===== src/inc/ctbm_pkg.sv =====
// Package of constants and types for the channel trip bus matrix
//------------------------------------------------------------------------------
// Operation
// - Six internal lines for twelve channels
// - Each channel holds a 2N-bit internal word
// - Low internal bit k senses line k
// - Internal bit N+k propagates onto line k
// - Sense, propagate or both; source is over-current
// - Sensing channel trips when line asserted by others
// - Four external lines, 8-bit external word
// - External bit k senses mainframe line k
// - External bit 4+k drives mainframe line k
// - Mainframe line 0 exported as CPU trip
//------------------------------------------------------------------------------
`default_nettype none
package ctbm_pkg;
	// Geometry
	localparam int CTBM_NCH   = 12;
	localparam int CTBM_NINT  = CTBM_NCH / 2;
	localparam int CTBM_NEXT  = 4;
	localparam int CTBM_IW    = 2 * CTBM_NINT;
	localparam int CTBM_EW    = 2 * CTBM_NEXT;
	// Register map (word index, address port)
	localparam logic [7:0] CTBM_ADDR_INT0   = 8'h00;
	localparam logic [7:0] CTBM_ADDR_EXT0   = 8'h10;
	localparam logic [7:0] CTBM_ADDR_STATUS = 8'h20;
	localparam logic [7:0] CTBM_ADDR_MASK   = 8'h21;
	localparam logic [7:0] CTBM_ADDR_LINES  = 8'h22;
	// Reset values
	localparam logic [CTBM_IW-1:0]  CTBM_INT_RST  = '0;
	localparam logic [CTBM_EW-1:0]  CTBM_EXT_RST  = '0;
	localparam logic [CTBM_NCH-1:0] CTBM_MASK_RST = '0;
	// Trip lines travelling together
	typedef struct packed {
		logic [CTBM_NEXT-1:0] ext;
		logic [CTBM_NINT-1:0] int_l;
	} ctbm_lines_type;
	// Whole state of the block
	typedef struct packed {
		logic [CTBM_NCH-1:0][CTBM_IW-1:0] int_mask;
		logic [CTBM_NCH-1:0][CTBM_EW-1:0] ext_mask;
		logic [CTBM_NCH-1:0]              status;
		logic [CTBM_NCH-1:0]              irq_mask;
		logic [CTBM_NCH-1:0]              trip_out;
		ctbm_lines_type                   lines;
		logic [CTBM_NEXT-1:0]             ext_drive;
		logic                             cpu_trip;
		logic                             irq;
		logic [31:0]                      rdata;
		logic [CTBM_NEXT-1:0]             ext_s1;
		logic [CTBM_NEXT-1:0]             ext_s2;
		logic [CTBM_NCH-1:0]              oc_s1;
		logic [CTBM_NCH-1:0]              oc_s2;
	} ctbm_state_type;
endpackage : ctbm_pkg
`default_nettype wire


===== src/core/ctbm_matrix.sv =====
// Trip propagation matrix with register port and interrupt
`timescale 1ns/1ps
`default_nettype none
module ctbm_matrix
	import ctbm_pkg::*;
(
	// Clock and reset
	input  wire logic                  clk,
	input  wire logic                  rst,
	// Register port
	input  wire logic [7:0]            addr,
	input  wire logic [31:0]           wdata,
	input  wire logic                  wr,
	input  wire logic                  rd,
	output var  logic [31:0]           rdata,
	// Channel over-current and forced trip
	input  wire logic [CTBM_NCH-1:0]   oc_trip,
	output var  logic [CTBM_NCH-1:0]   trip_out,
	// Mainframe trip lines, open-drain style
	input  wire logic [CTBM_NEXT-1:0]  ext_line_in,
	output var  logic [CTBM_NEXT-1:0]  ext_line_oe,
	output var  logic                  cpu_trip,
	// Interrupt
	output var  logic                  irq
);
	ctbm_state_type st_ff;   // Registered state
	ctbm_state_type nxt_st;  // Next state

	// How the block behaves, in short:
	// - Every channel has an internal word (sense low half, propagate high half)
	//   and an external word (sense bits 3..0, drive bits 7..4).
	// - A line is the OR of every channel that propagates onto it and is in
	//   over-current; external lines also see what the mainframe pin shows.
	// - A channel trips on its own over-current or on any line it senses.
	// - Only a channel's own over-current feeds a line. A trip forced through a
	//   line never drives a line itself, so two channels that both sense and
	//   propagate cannot hold each other tripped once the cause is gone.
	// - The pin level of an external line already holds our own drive once the
	//   bus resolves it, so the pin path alone never sustains a trip either.
	// - Pins pass two flops first; a trip therefore shows three edges after the
	//   over-current input moves. That latency is the price of metastability
	//   safety and is far below any supply shutdown time.
	// - Status bits are sticky and cleared by writing ones; a new trip in the
	//   same cycle as the clear keeps its bit set, so no event is lost.
	// - Read data stand for one cycle after the read strobe, zero otherwise.

	// Decode of a channel-indexed word address, used for both maps
	function automatic logic chan_hit(input logic [7:0] a, input logic [7:0] base, input int ch);
		chan_hit = (a == base + 8'(ch));
	endfunction : chan_hit

	//--------------------------------------------------------------------------
	// Next-state logic
	//--------------------------------------------------------------------------
	// Trip propagation is computed from synchronised over-current only, so a
	// forced trip never feeds back onto a line and latches the bus.
	always_comb begin
		logic [CTBM_NINT-1:0] il;
		logic [CTBM_NEXT-1:0] ed;
		logic [CTBM_NCH-1:0]  tr;
		logic [CTBM_NCH-1:0]  ev;
		nxt_st = st_ff;
		il = '0;
		ed = '0;
		tr = '0;
		ev = '0;
		// Pin synchronisers
		nxt_st.ext_s1 = ext_line_in;
		nxt_st.ext_s2 = st_ff.ext_s1;
		nxt_st.oc_s1  = oc_trip;
		nxt_st.oc_s2  = st_ff.oc_s1;
		// Line OR of propagating channels
		for (int c = 0; c < CTBM_NCH; c++) begin
			for (int k = 0; k < CTBM_NINT; k++) begin
				if (st_ff.int_mask[c][CTBM_NINT+k] && st_ff.oc_s2[c]) begin
					il[k] = 1'b1;
				end
			end
			for (int k = 0; k < CTBM_NEXT; k++) begin
				if (st_ff.ext_mask[c][CTBM_NEXT+k] && st_ff.oc_s2[c]) begin
					ed[k] = 1'b1;
				end
			end
		end
		// Channel trips: own over-current or a sensed line
		for (int c = 0; c < CTBM_NCH; c++) begin
			tr[c] = st_ff.oc_s2[c];
			for (int k = 0; k < CTBM_NINT; k++) begin
				if (st_ff.int_mask[c][k] && il[k]) begin
					tr[c] = 1'b1;
				end
			end
			for (int k = 0; k < CTBM_NEXT; k++) begin
				// Sensed external line: driven by us or by the mainframe
				if (st_ff.ext_mask[c][k] && (ed[k] || st_ff.ext_s2[k])) begin
					tr[c] = 1'b1;
				end
			end
		end
		nxt_st.lines.int_l = il;
		nxt_st.lines.ext   = ed | st_ff.ext_s2;
		nxt_st.ext_drive   = ed;
		nxt_st.trip_out    = tr;
		nxt_st.cpu_trip    = ed[0] | st_ff.ext_s2[0];
		// New trip events (rising edge of a channel's trip)
		ev = tr & ~st_ff.trip_out;
		// Register writes
		if (wr) begin
			for (int c = 0; c < CTBM_NCH; c++) begin
				if (chan_hit(addr, CTBM_ADDR_INT0, c)) begin
					nxt_st.int_mask[c] = wdata[CTBM_IW-1:0];
				end
				if (chan_hit(addr, CTBM_ADDR_EXT0, c)) begin
					nxt_st.ext_mask[c] = wdata[CTBM_EW-1:0];
				end
			end
			if (addr == CTBM_ADDR_MASK) begin
				nxt_st.irq_mask = wdata[CTBM_NCH-1:0];
			end
		end
		// Write-one-to-clear status, new event wins over clear
		if (wr && addr == CTBM_ADDR_STATUS) begin
			nxt_st.status = (st_ff.status & ~wdata[CTBM_NCH-1:0]) | ev;
		end else begin
			nxt_st.status = st_ff.status | ev;
		end
		nxt_st.irq = |(nxt_st.status & nxt_st.irq_mask);
		// Read data, valid the cycle after the strobe
		nxt_st.rdata = '0;
		if (rd) begin
			for (int c = 0; c < CTBM_NCH; c++) begin
				if (chan_hit(addr, CTBM_ADDR_INT0, c)) begin
					nxt_st.rdata = 32'(st_ff.int_mask[c]);
				end
				if (chan_hit(addr, CTBM_ADDR_EXT0, c)) begin
					nxt_st.rdata = 32'(st_ff.ext_mask[c]);
				end
			end
			if (addr == CTBM_ADDR_STATUS) begin
				nxt_st.rdata = 32'(st_ff.status);
			end
			if (addr == CTBM_ADDR_MASK) begin
				nxt_st.rdata = 32'(st_ff.irq_mask);
			end
			if (addr == CTBM_ADDR_LINES) begin
				nxt_st.rdata = 32'(st_ff.lines);
			end
		end
	end

	//--------------------------------------------------------------------------
	// State register
	//--------------------------------------------------------------------------
	// Whole state in one register. Reset clears masks, status and the
	// synchronisers alike, so no line is driven until software has written a word,
	// and no line or trip shows until a pin has been seen high for two edges.
	// Reset only loads constants, so the flops stay plain reset flops.
	always_ff @(posedge clk or posedge rst) begin
		if (rst) begin
			st_ff <= '0;
		end else begin
			st_ff <= nxt_st;
		end
	end

	// Outputs straight from flops
	// No logic sits between the state and a pin, so the board sees glitch-free
	// trip and drive levels even while a register write lands.
	assign rdata       = st_ff.rdata;
	assign trip_out    = st_ff.trip_out;
	assign ext_line_oe = st_ff.ext_drive;
	assign cpu_trip    = st_ff.cpu_trip;
	assign irq         = st_ff.irq;

	//--------------------------------------------------------------------------
	// Assertions
	//--------------------------------------------------------------------------
	// Own over-current always trips the channel
	property p_own_trip;
		@(posedge clk) disable iff (rst) (st_ff.oc_s2 != '0) |=> ((trip_out & $past(st_ff.oc_s2)) == $past(st_ff.oc_s2));
	endproperty
	a_own_trip: assert property (p_own_trip) else $error("own over-current did not trip channel");

	// Propagate bit N puts the channel on line 0
	property p_int_prop;
		@(posedge clk) disable iff (rst) (st_ff.int_mask[0][CTBM_NINT] && st_ff.oc_s2[0]) |=> st_ff.lines.int_l[0];
	endproperty
	a_int_prop: assert property (p_int_prop) else $error("internal line 0 not driven");

	// A sensing channel follows the line
	property p_int_sense;
		@(posedge clk) disable iff (rst)
			(st_ff.int_mask[1][0] && st_ff.int_mask[0][CTBM_NINT] && st_ff.oc_s2[0]) |=> trip_out[1];
	endproperty
	a_int_sense: assert property (p_int_sense) else $error("sensing channel missed line trip");

	// A channel that senses nothing has no other cause
	property p_no_sense;
		@(posedge clk) disable iff (rst)
			(st_ff.int_mask[1] == '0 && st_ff.ext_mask[1] == '0 && !st_ff.oc_s2[1]) |=> !trip_out[1];
	endproperty
	a_no_sense: assert property (p_no_sense) else $error("channel tripped without cause");

	// Drive bit 4+k asserts mainframe line k
	property p_ext_drive;
		@(posedge clk) disable iff (rst) (st_ff.ext_mask[2][CTBM_NEXT+1] && st_ff.oc_s2[2]) |=> ext_line_oe[1];
	endproperty
	a_ext_drive: assert property (p_ext_drive) else $error("external line 1 not driven");

	// A mainframe line seen at the pin trips its sensers
	property p_ext_sense;
		@(posedge clk) disable iff (rst) (st_ff.ext_mask[3][2] && st_ff.ext_s2[2]) |=> trip_out[3];
	endproperty
	a_ext_sense: assert property (p_ext_sense) else $error("external sense missed");

	// CPU trip follows line 0
	property p_cpu;
		@(posedge clk) disable iff (rst) ##1 (cpu_trip == ($past(st_ff.ext_s2[0]) | $past(st_ff.ext_drive[0])) ||
			cpu_trip == ($past(st_ff.ext_s2[0]) | ext_line_oe[0]));
	endproperty
	a_cpu: assert property (p_cpu) else $error("cpu trip disagrees with line 0");

	// No source, no line
	property p_or;
		@(posedge clk) disable iff (rst) (st_ff.oc_s2 == '0) |=> (st_ff.lines.int_l == '0 && ext_line_oe == '0);
	endproperty
	a_or: assert property (p_or) else $error("line asserted with no source");

	// Internal word is stored as written
	property p_wr_int;
		@(posedge clk) disable iff (rst) (wr && addr == CTBM_ADDR_INT0) |=> (st_ff.int_mask[0] == $past(wdata[CTBM_IW-1:0]));
	endproperty
	a_wr_int: assert property (p_wr_int) else $error("internal word not stored");

	// External word is stored as written
	property p_wr_ext;
		@(posedge clk) disable iff (rst) (wr && addr == CTBM_ADDR_EXT0) |=> (st_ff.ext_mask[0] == $past(wdata[CTBM_EW-1:0]));
	endproperty
	a_wr_ext: assert property (p_wr_ext) else $error("external word not stored");

	// The top internal line exists and is reached by the top propagate bit
	property p_six;
		@(posedge clk) disable iff (rst)
			(st_ff.int_mask[0][CTBM_IW-1] && st_ff.oc_s2[0]) |=> st_ff.lines.int_l[CTBM_NINT-1];
	endproperty
	a_six: assert property (p_six) else $error("top internal line not driven");
	c_int: cover property (@(posedge clk) disable iff (rst) st_ff.lines.int_l[0] && trip_out[5]);
	c_ext: cover property (@(posedge clk) disable iff (rst) ext_line_oe[0] && cpu_trip);
	c_irq: cover property (@(posedge clk) disable iff (rst) irq);
	c_all: cover property (@(posedge clk) disable iff (rst) trip_out[3] && trip_out[4] && trip_out[5]);

	//--------------------------------------------------------------------------
	// Register port and interrupt checks
	//--------------------------------------------------------------------------
	// Read data are zero unless a read was strobed one cycle earlier
	property p_rd_idle;
		@(posedge clk) disable iff (rst)
			!rd |=> (rdata == '0);
	endproperty
	a_rd_idle: assert property (p_rd_idle) else $error("read data without a read");

	// Internal word reads back in the cycle after the strobe
	property p_rd_int;
		@(posedge clk) disable iff (rst)
			(rd && addr == CTBM_ADDR_INT0) |=> (rdata == 32'($past(st_ff.int_mask[0])));
	endproperty
	a_rd_int: assert property (p_rd_int) else $error("internal word read back wrong");

	// External word reads back in the cycle after the strobe
	property p_rd_ext;
		@(posedge clk) disable iff (rst)
			(rd && addr == CTBM_ADDR_EXT0) |=> (rdata == 32'($past(st_ff.ext_mask[0])));
	endproperty
	a_rd_ext: assert property (p_rd_ext) else $error("external word read back wrong");

	// Mask register is stored as written
	property p_wr_mask;
		@(posedge clk) disable iff (rst)
			(wr && addr == CTBM_ADDR_MASK) |=> (st_ff.irq_mask == $past(wdata[CTBM_NCH-1:0]));
	endproperty
	a_wr_mask: assert property (p_wr_mask) else $error("mask not stored");

	// A new trip sets its sticky status bit in the same cycle
	property p_stat_set;
		@(posedge clk) disable iff (rst)
			$rose(trip_out[0]) |-> st_ff.status[0];
	endproperty
	a_stat_set: assert property (p_stat_set) else $error("trip event not recorded");

	// Clearing a status bit only leaves it set when a new trip arrives
	property p_clr;
		@(posedge clk) disable iff (rst)
			(wr && addr == CTBM_ADDR_STATUS && wdata[3]) |=> (!st_ff.status[3] || trip_out[3]);
	endproperty
	a_clr: assert property (p_clr) else $error("status bit not cleared");

	// Interrupt level matches unmasked status
	property p_irq_level;
		@(posedge clk) disable iff (rst)
			irq == (|(st_ff.status & st_ff.irq_mask));
	endproperty
	a_irq_level: assert property (p_irq_level) else $error("interrupt level wrong");

	//--------------------------------------------------------------------------
	// Further trip path checks
	//--------------------------------------------------------------------------
	// A mainframe line is only driven by own over-current
	property p_oe_src;
		@(posedge clk) disable iff (rst)
			(ext_line_oe != '0) |-> ($past(st_ff.oc_s2) != '0);
	endproperty
	a_oe_src: assert property (p_oe_src) else $error("line driven without over-current");

	// Our own drive trips a channel sensing that line at once
	property p_ext_own;
		@(posedge clk) disable iff (rst)
			(st_ff.ext_mask[2][0] && st_ff.ext_mask[1][CTBM_NEXT] && st_ff.oc_s2[1]) |=> trip_out[2];
	endproperty
	a_ext_own: assert property (p_ext_own) else $error("own external drive not sensed");

	// Line 0 seen at the pin reaches the CPU trip
	property p_cpu_pin;
		@(posedge clk) disable iff (rst)
			st_ff.ext_s2[0] |=> cpu_trip;
	endproperty
	a_cpu_pin: assert property (p_cpu_pin) else $error("pin line 0 not exported");

	// Line state holds what the mainframe shows
	property p_line_ext;
		@(posedge clk) disable iff (rst)
			st_ff.ext_s2[2] |=> st_ff.lines.ext[2];
	endproperty
	a_line_ext: assert property (p_line_ext) else $error("external line state lost");

	// A channel that only propagates is never tripped by the line
	property p_prop_only;
		@(posedge clk) disable iff (rst)
			(st_ff.int_mask[0][CTBM_NINT-1:0] == '0 && st_ff.ext_mask[0][CTBM_NEXT-1:0] == '0 && !st_ff.oc_s2[0])
			|=> !trip_out[0];
	endproperty
	a_prop_only: assert property (p_prop_only) else $error("propagate-only channel tripped");
endmodule : ctbm_matrix
`default_nettype wire


===== config.mk =====
export PLATFORM = sky130hd
export DESIGN_NAME = ctbm_matrix
export DESIGN_NICKNAME = d
export VERILOG_FILES = /design/src/inc/ctbm_pkg.sv /design/src/core/ctbm_matrix.sv
export SDC_FILE = /design/constraint.sdc
export NUM_CORES = 1
export LEC_CHECK = 0
export ABC_AREA = 1
export BUFFER_PORTS_ARGS = -buffer_cell sky130_fd_sc_hd__buf_4
export CORE_MARGIN = 1.5
export CORE_UTILIZATION = 39
export DETAILED_ROUTE_END_ITERATION = 10
export MAX_ROUTING_LAYER = met4
export PLACE_DENSITY = 0.62
export SYNTH_ARGS = -nofsm -noshare
export SYNTH_HDL_FRONTEND = slang
export SYNTH_SLANG_ARGS = --single-unit

===== constraint.sdc =====
create_clock -name clk -period 10.4 [get_ports clk]
set_clock_uncertainty 0.05 [all_clocks]
set_input_delay 1.04 -clock clk [delete_from_list [all_inputs] [get_ports clk]]
set_output_delay 1.04 -clock clk [all_outputs]
set_load 0.01 [all_outputs]

==> qor.txt, run 1 <==
Final setup viols - 0
First-pass GRT wire length - 79.6 mm
Area contributors post-synth - dfrtp_1 53%, nand2_1 16%, o21ai_0 9.0%
Post-synthesis mux area share - 0%
Post-route DRC - 0
Worst Hold Class - reg -> reg
Die Y - 204 um
Total number of yosys warnings - 0
Post-synth EDFFs - 0
Adder-Cell Fraction of Synth Area - 0%
Comb power frac - 10.0%
Total vias in the final route - 13700
Crit Path Max Fanout - 13
Net Sw Frac - 26.8%
Post-Syn Area - 15700 um^2
DR iter-0 viols - 1754
Sequential area share after synthesis - 53.4%
Clock Tree Buf Depth - 3
Most numerous cell in the Yosys netlist - nand2_1
VDD IR-drop max - 0.0000947 V
Die footprint - 41500 um^2
Register area - 8380 um^2
Crit start category - register
CTS H-Tree Depth - 2
Setup bufs post-CTS - 0
Number of diodes - 0
Placed Area - 16300 um^2
Synth cell types - 31
Crit-path cells - a221oi_1 > nand3_1 > nand2_1 > nand3_1 > a221oi_1 > nand4_1 > nand2_1 > nand2_1 > nand2_1 > nand4_1 > nor2_1 > nand2_1
Row count - 73
Top-area cell type share of the netlist area - 53.4%
Multi-input gate area - 6160 um^2
Fmax achieved - 0.242 GHz
Clock sink count - 335
Max-Cap Viols - 0
Max stage delay on crit path - 0.96 ns
Final nets - 1972
Max_slew headroom - 18.9%
Ys async rst share - 100%
RSZ-0062 raised after global routing - no
Total power - 0.00312 W
Final TNS setup - 0 ns
#FFs+latches synth - 335
Leak - 8.14 nW
Final Hold Vio Count - 0
Pin slew with the least headroom to its limit - 1.22 ns
Internal - 0.00228 W
Worst hold stages - 0
Hold endpoint - st_ff[9]
Final std cell area, no fill - 17500 um^2
Share of cells above drive strength 1 - 9.90%
Critical Path AT - 4.51 ns
Top FF cell, synth - dfrtp_1
Worst hold start - nxt_st[9]
Die width - 204 um
Critical path's top delay family - simple AND/OR/NAND/NOR gates
Most frequent CP cell - nand2_1
Fillers - 3935
Bufs and invs on worst path - 0
Synth Area in XOR/XNOR - 0%
Initial antenna violation count - 1
Simple logic cell fraction of the synthesized area - 23.5%
Outcome - finished, final reports clean
Power Density - 178 nW/um^2
Routability congestion estimate from global placement - 0.963
Synth cell count leaders - 688 x nand2_1, 335 x dfrtp_1, 283 x o21ai_0, 94 x inv_1, 78 x clkbuf_1
Post-synthesis compound-gate area fraction - 15.3%
Clock power frac - 43.8%
Port bufs - 69
Required time worst endpoint - 10.78 ns
Routed wire length - 52.7 mm
Fin worst setup slack - 6.28 ns
Ports - 110
FF-to-FF End - irq
Fin. max-slew vios - 0
Avg Cell Area, Syn - 8.23 um^2
Routed WL per cell - 21.4 um
Period utilisation layout - 39.7%
Via density - 5.55
Clk_lat worst skew - 0.54 ns
NetSw - 0.000836 W
GRT Total Usage - 26.3%
Setup Crit Path Kind - reg -> reg
Final ANT Viol Nets - 0
Area Overhead vs Synth - 11.8%
Congestion Overflow GR - 0
Fin crit period - 4.12 ns
Leading area contributor after synthesis - dfrtp_1
DP HPWL - 35.0 mm
Core Region - 39700 um^2
CTS resizes - 0
CTS root buffer - clkbuf_16
CTS buffer count - 39
Largest family of logic cells by synthesized area - simple AND/OR/NAND/NOR gates
RR Startpoint - st_ff[10]
Slowest cell on the critical path - nand3_1
Hold Buf Count CTS - 0
Worst-path clk slew - 0.06 ns
R2R Setup Slk - 6.28 ns
Via count of the first global-routing pass - 12700
R2R cell count - 12
Flop pwr share - 46.2%
Largest net degree at the start of global routing - 136
Worst slack at placement - 6.00 ns
Pre-Repair DR Iteration Count - 5
Clock tree from TritonCTS - yes
CP Capture Type - register
Cells after Synth - 1909
Initial Util - 39.5%
area by class of cell:
cell class	count	area share, %
clock buffers	60	6.82
well taps	525	3.74
clock inverters	9	0.456
multi-input cells	1347	35.1
inverters	96	2.10
flip-flops and latches	335	47.8
repair buffers	93	3.98
power groups by stage:
stage	registers, W	logic (W)	clock network (W)
finish	0.00144	0.000313	0.00136
floorplan	0.00144	0.000196	0
detailed placement	0.00146	0.000305	0
global route	0.00145	0.000334	0.00145
CTS	0.00144	0.000306	0.00139
global placement	0.00146	0.000301	0
flip-flops by register name, indices dropped and copies added, names as in the netlist:
name / count
nxt_st: 16
ext_line_oe: 4
trip_out: 12
st_ff: 290
rdata: 12
irq: 1
worst max-delay path by stage:
stage,start,slack (ns),to,cells past startpoint
after global routing,addr[7],6.15,rdata[1],20
after global placement,addr[7],6.02,rdata[1],20
after floorplan,rst,0.03,ext_line_oe[0],1
after detailed placement,addr[7],6.00,rdata[1],20
final,st_ff[10],6.28,irq,12
after CTS,st_ff[10],6.54,irq,12
metrics by stage:
| step | utilization (%) | std cells | hold slack, ns |
|---|---|---|---|
| after CTS | 44.2 | 2465 | 0.297 |
| after global routing | 44.2 | 2465 | 0.302 |
| after global placement | 41.0 | 2396 | 0.283 |
| after detailed placement | 41.0 | 2396 | 0.285 |
| after floorplan | - | 1928 | 0.281 |
| final | 44.2 | 2465 | 0.295 |
cells in the final DEF (no fill, tap or decap), drive strengths merged, types with 32 or more instances in the layout:
| cell type | instances |
|---|---|
| buf | 93 |
| nand2 | 690 |
| nand4 | 50 |
| a21oi | 61 |
| a221oi | 42 |
| dfrtp | 335 |
| nand3 | 44 |
| or2 | 32 |
| o21ai | 284 |
| inv | 94 |
| clkbuf | 60 |
| nor2 | 78 |
routing by layer:
metal  up-vias  track usage (%)  routed length (um)
met5         -                -                   0
met4         0             9.37                1890
met3       123             4.11                4600
met2       682             39.0               23000
met1      6636             36.6               23200
li1       6237                -                   -
kinds of logic (layout without fill, tap and decap cells):
| logic type | Yosys count | after routing |
|---|---|---|
| AO/OA/AOI/OAI | 427 | 427 |
| buffers and inverters | 246 | 258 |
| AND/OR/NAND/NOR | 900 | 900 |
| other | 1 | 20 |
| flip-flops | 335 | 335 |
(Power assumes the default switching activity.)
==> run 2, diff against run 1 <==
--- a/config.mk
+++ b/config.mk
@@ -11,7 +11,7 @@
 export CORE_UTILIZATION = 39
 export DETAILED_ROUTE_END_ITERATION = 10
 export MAX_ROUTING_LAYER = met4
-export PLACE_DENSITY = 0.62
+export PLACE_DENSITY = 0.6
 export SYNTH_ARGS = -nofsm -noshare
 export SYNTH_HDL_FRONTEND = slang
 export SYNTH_SLANG_ARGS = --single-unit
==> constraint.sdc (replaced) <==
create_clock -name clk -period 4.33 [get_ports clk]
set_clock_uncertainty 0.05 [all_clocks]
set_input_delay 0.433 -clock clk [delete_from_list [all_inputs] [get_ports clk]]
set_output_delay 0.433 -clock clk [all_outputs]
set_load 0.01 [all_outputs]
==> qor.txt, run 2 (synthesized netlist as in run 1, its figures left out) <==
Congestion Overflow GR - 0 (unchanged)
DR iter-0 viols - 1769 (was 1754)
Leading cell type in the layout, fill and taps excluded - nand2_1 (unchanged)
Final nets - 2007 (was 1972)
Via density - 5.52 (was 5.55)
Power Density - 421 nW/um^2 (was 178 nW/um^2)
Post-route DRC - 0 (unchanged)
Most frequent cells in the layout - 688 x nand2_1, 335 x dfrtp_1, 283 x o21ai_0 (unchanged)
Final setup viols - 0 (unchanged)
DP HPWL - 35.9 mm (was 35.0 mm)
Core Region - 39700 um^2 (unchanged)
Final Hold Slack - 0.136 ns (was 0.295 ns)
Area Overhead vs Synth - 13.7% (was 11.8%)
Pre-Repair DR Iteration Count - 8 (was 5)
VDD IR-drop max - 0.000242 V (was 0.0000947 V)
FF-to-FF End - irq (unchanged)
Row count - 73 (unchanged)
Fin crit period - 3.65 ns (was 4.12 ns)
Worst hold stages - 3 (was 0)
Clock sink count - 335 (unchanged)
R2R cell count - 14 (was 12)
Via count of the first global-routing pass - 13100 (was 12700)
GRT Total Usage - 26.9% (was 26.3%)
Routed WL per cell - 21.2 um (was 21.4 um)
Ports - 110 (unchanged)
Die footprint - 41500 um^2 (unchanged)
CTS root buffer - clkbuf_16 (unchanged)
Setup Crit Path Kind - reg -> reg (unchanged)
Final ANT Viol Nets - 0 (unchanged)
R2R Setup Slk - 0.68 ns (was 6.28 ns)
RSZ-0062 raised after global routing - no (unchanged)
Worst-path clk slew - 0.06 ns (about the same)
Setup bufs post-CTS - 0 (unchanged)
Total vias in the final route - 13800 (was 13700)
Required time worst endpoint - 4.74 ns (was 10.78 ns)
Leak - 8.30 nW (was 8.14 nW)
Worst Hold Class - in -> reg (was reg -> reg)
Final std cell area, no fill - 17900 um^2 (was 17500 um^2)
Initial Util - 39.5% (unchanged)
Initial antenna violation count - 1 (unchanged)
Largest net degree at the start of global routing - 141 (was 136)
Final Hold Vio Count - 0 (unchanged)
Fin. max-slew vios - 0 (unchanged)
First-pass GRT wire length - 81.0 mm (was 79.6 mm)
Number of diodes - 0 (unchanged)
Worst hold start - rd (was nxt_st[9])
Die width - 204 um (unchanged)
Final TNS setup - 0 ns (unchanged)
Biggest register - st_ff (unchanged)
Max reg flops - 290 (unchanged)
Outcome - finished, final reports clean (unchanged)
Die Y - 204 um (unchanged)
Clock tree from TritonCTS - yes (unchanged)
CTS buffer count - 39 (unchanged)
Clock power frac - 43.6% (was 43.8%)
Fillers - 3926 (was 3935)
Finished Core Util - 44.9% (was 44.2%)
Net Sw Frac - 27.3% (was 26.8%)
Internal - 0.00547 W (was 0.00228 W)
Share of cells above drive strength 1 - 10.6% (was 9.90%)
Clock Tree Buf Depth - 3 (unchanged)
Hold endpoint - rdata[11] (was st_ff[9])
Pin slew with the least headroom to its limit - 1.15 ns (was 1.22 ns)
Crit Path Max Fanout - 11 (was 13)
Port bufs - 69 (unchanged)
Flop pwr share - 46.1% (was 46.2%)
NetSw - 0.00205 W (was 0.000836 W)
Max-Cap Viols - 0 (unchanged)
Routability congestion estimate from global placement - 1.01 (was 0.963)
Comb power frac - 10.4% (was 10.0%)
Crit start category - register (unchanged)
Clk_lat worst skew - 0.57 ns (was 0.54 ns)
Max_slew headroom - 23.0% (was 18.9%)
CTS H-Tree Depth - 2 (unchanged)
Critical Path AT - 4.06 ns (was 4.51 ns)
Placed Area - 16400 um^2 (was 16300 um^2)
Routed wire length - 53.0 mm (was 52.7 mm)
RR Startpoint - st_ff[11] (was st_ff[10])
Fmax achieved - 0.274 GHz (was 0.242 GHz)
CP Capture Type - register (unchanged)
Period utilisation layout - 84.3% (was 39.7%)
## run 2: area by class of cell
class / instances / area, um^2 / area share, %
clock buffer: 56 / 1120 / 6.28
multi-input combinational: 1347 / 6160 / 34.5
inverter: 96 / 364 / 2.04
timing repair buffer: 128 / 1030 / 5.76
sequential: 335 / 8380 / 46.9
tap: 525 / 657 / 3.68
clock inverter: 13 / 138 / 0.771
## run 2: worst max-delay path by stage
stage,startpoint,end,slack (ns),depth (start not counted)
4_1_cts,st_ff[11],irq,0.78,13
5_1_grt,st_ff[11],irq,0.54,13
3_3_place_gp,addr[3],rdata[1],0.83,20
2_1_floorplan,rst,ext_line_oe[0],-0.63,1
3_5_place_dp,addr[3],rdata[1],0.78,20
6_report,st_ff[11],irq,0.68,14
## run 2: stage by stage
stage,total power [W],cells,worst slack [ns]
floorplan,0.00392,1928,-0.630
CTS,0.00755,2500,0.778
finish,0.00752,2500,0.682
global route,0.00777,2500,0.538
global placement,0.00425,2414,0.834
detailed placement,0.00426,2414,0.776
## run 2: routing by layer
metal	vias up	track usage, %	share of wire, %
li1	6313	-	-
met1	6639	36.5	42
met2	723	38.4	43
met3	131	5.58	10
met4	0	12.2	4.5
met5	-	-	0
## run 2: critical path, stage by stage (launching register included)
cell	delay [ns]
dfrtp_1	0.65
nand2_1	0.19
nand2_1	0.07
a221oi_1	0.36
nand3_1	0.49
nand2_1	0.18
nand3_1	0.09
a221oi_1	0.35
nand4_1	0.30
nand2_1	0.30
nand2_1	0.12
nand2_1	0.08
nand4_1	0.11
nor2_1	0.14
nand2_1	0.07
## run 2: what timing repair did
item                                   in CTS  in global routing
gates resized for setup                     0                  0
hold buffers                               17                  0
endpoints found under the hold margin      36                  0
## run 2: power by group through the flow
stage	clock network (W)	logic [W]	registers, W
6_report	0.00328	0.000779	0.00346
5_1_grt	0.00346	0.000838	0.00348
4_1_cts	0.00333	0.000764	0.00346
3_5_place_dp	0	0.000749	0.00351
3_3_place_gp	0	0.000741	0.00351
2_1_floorplan	0	0.000470	0.00345
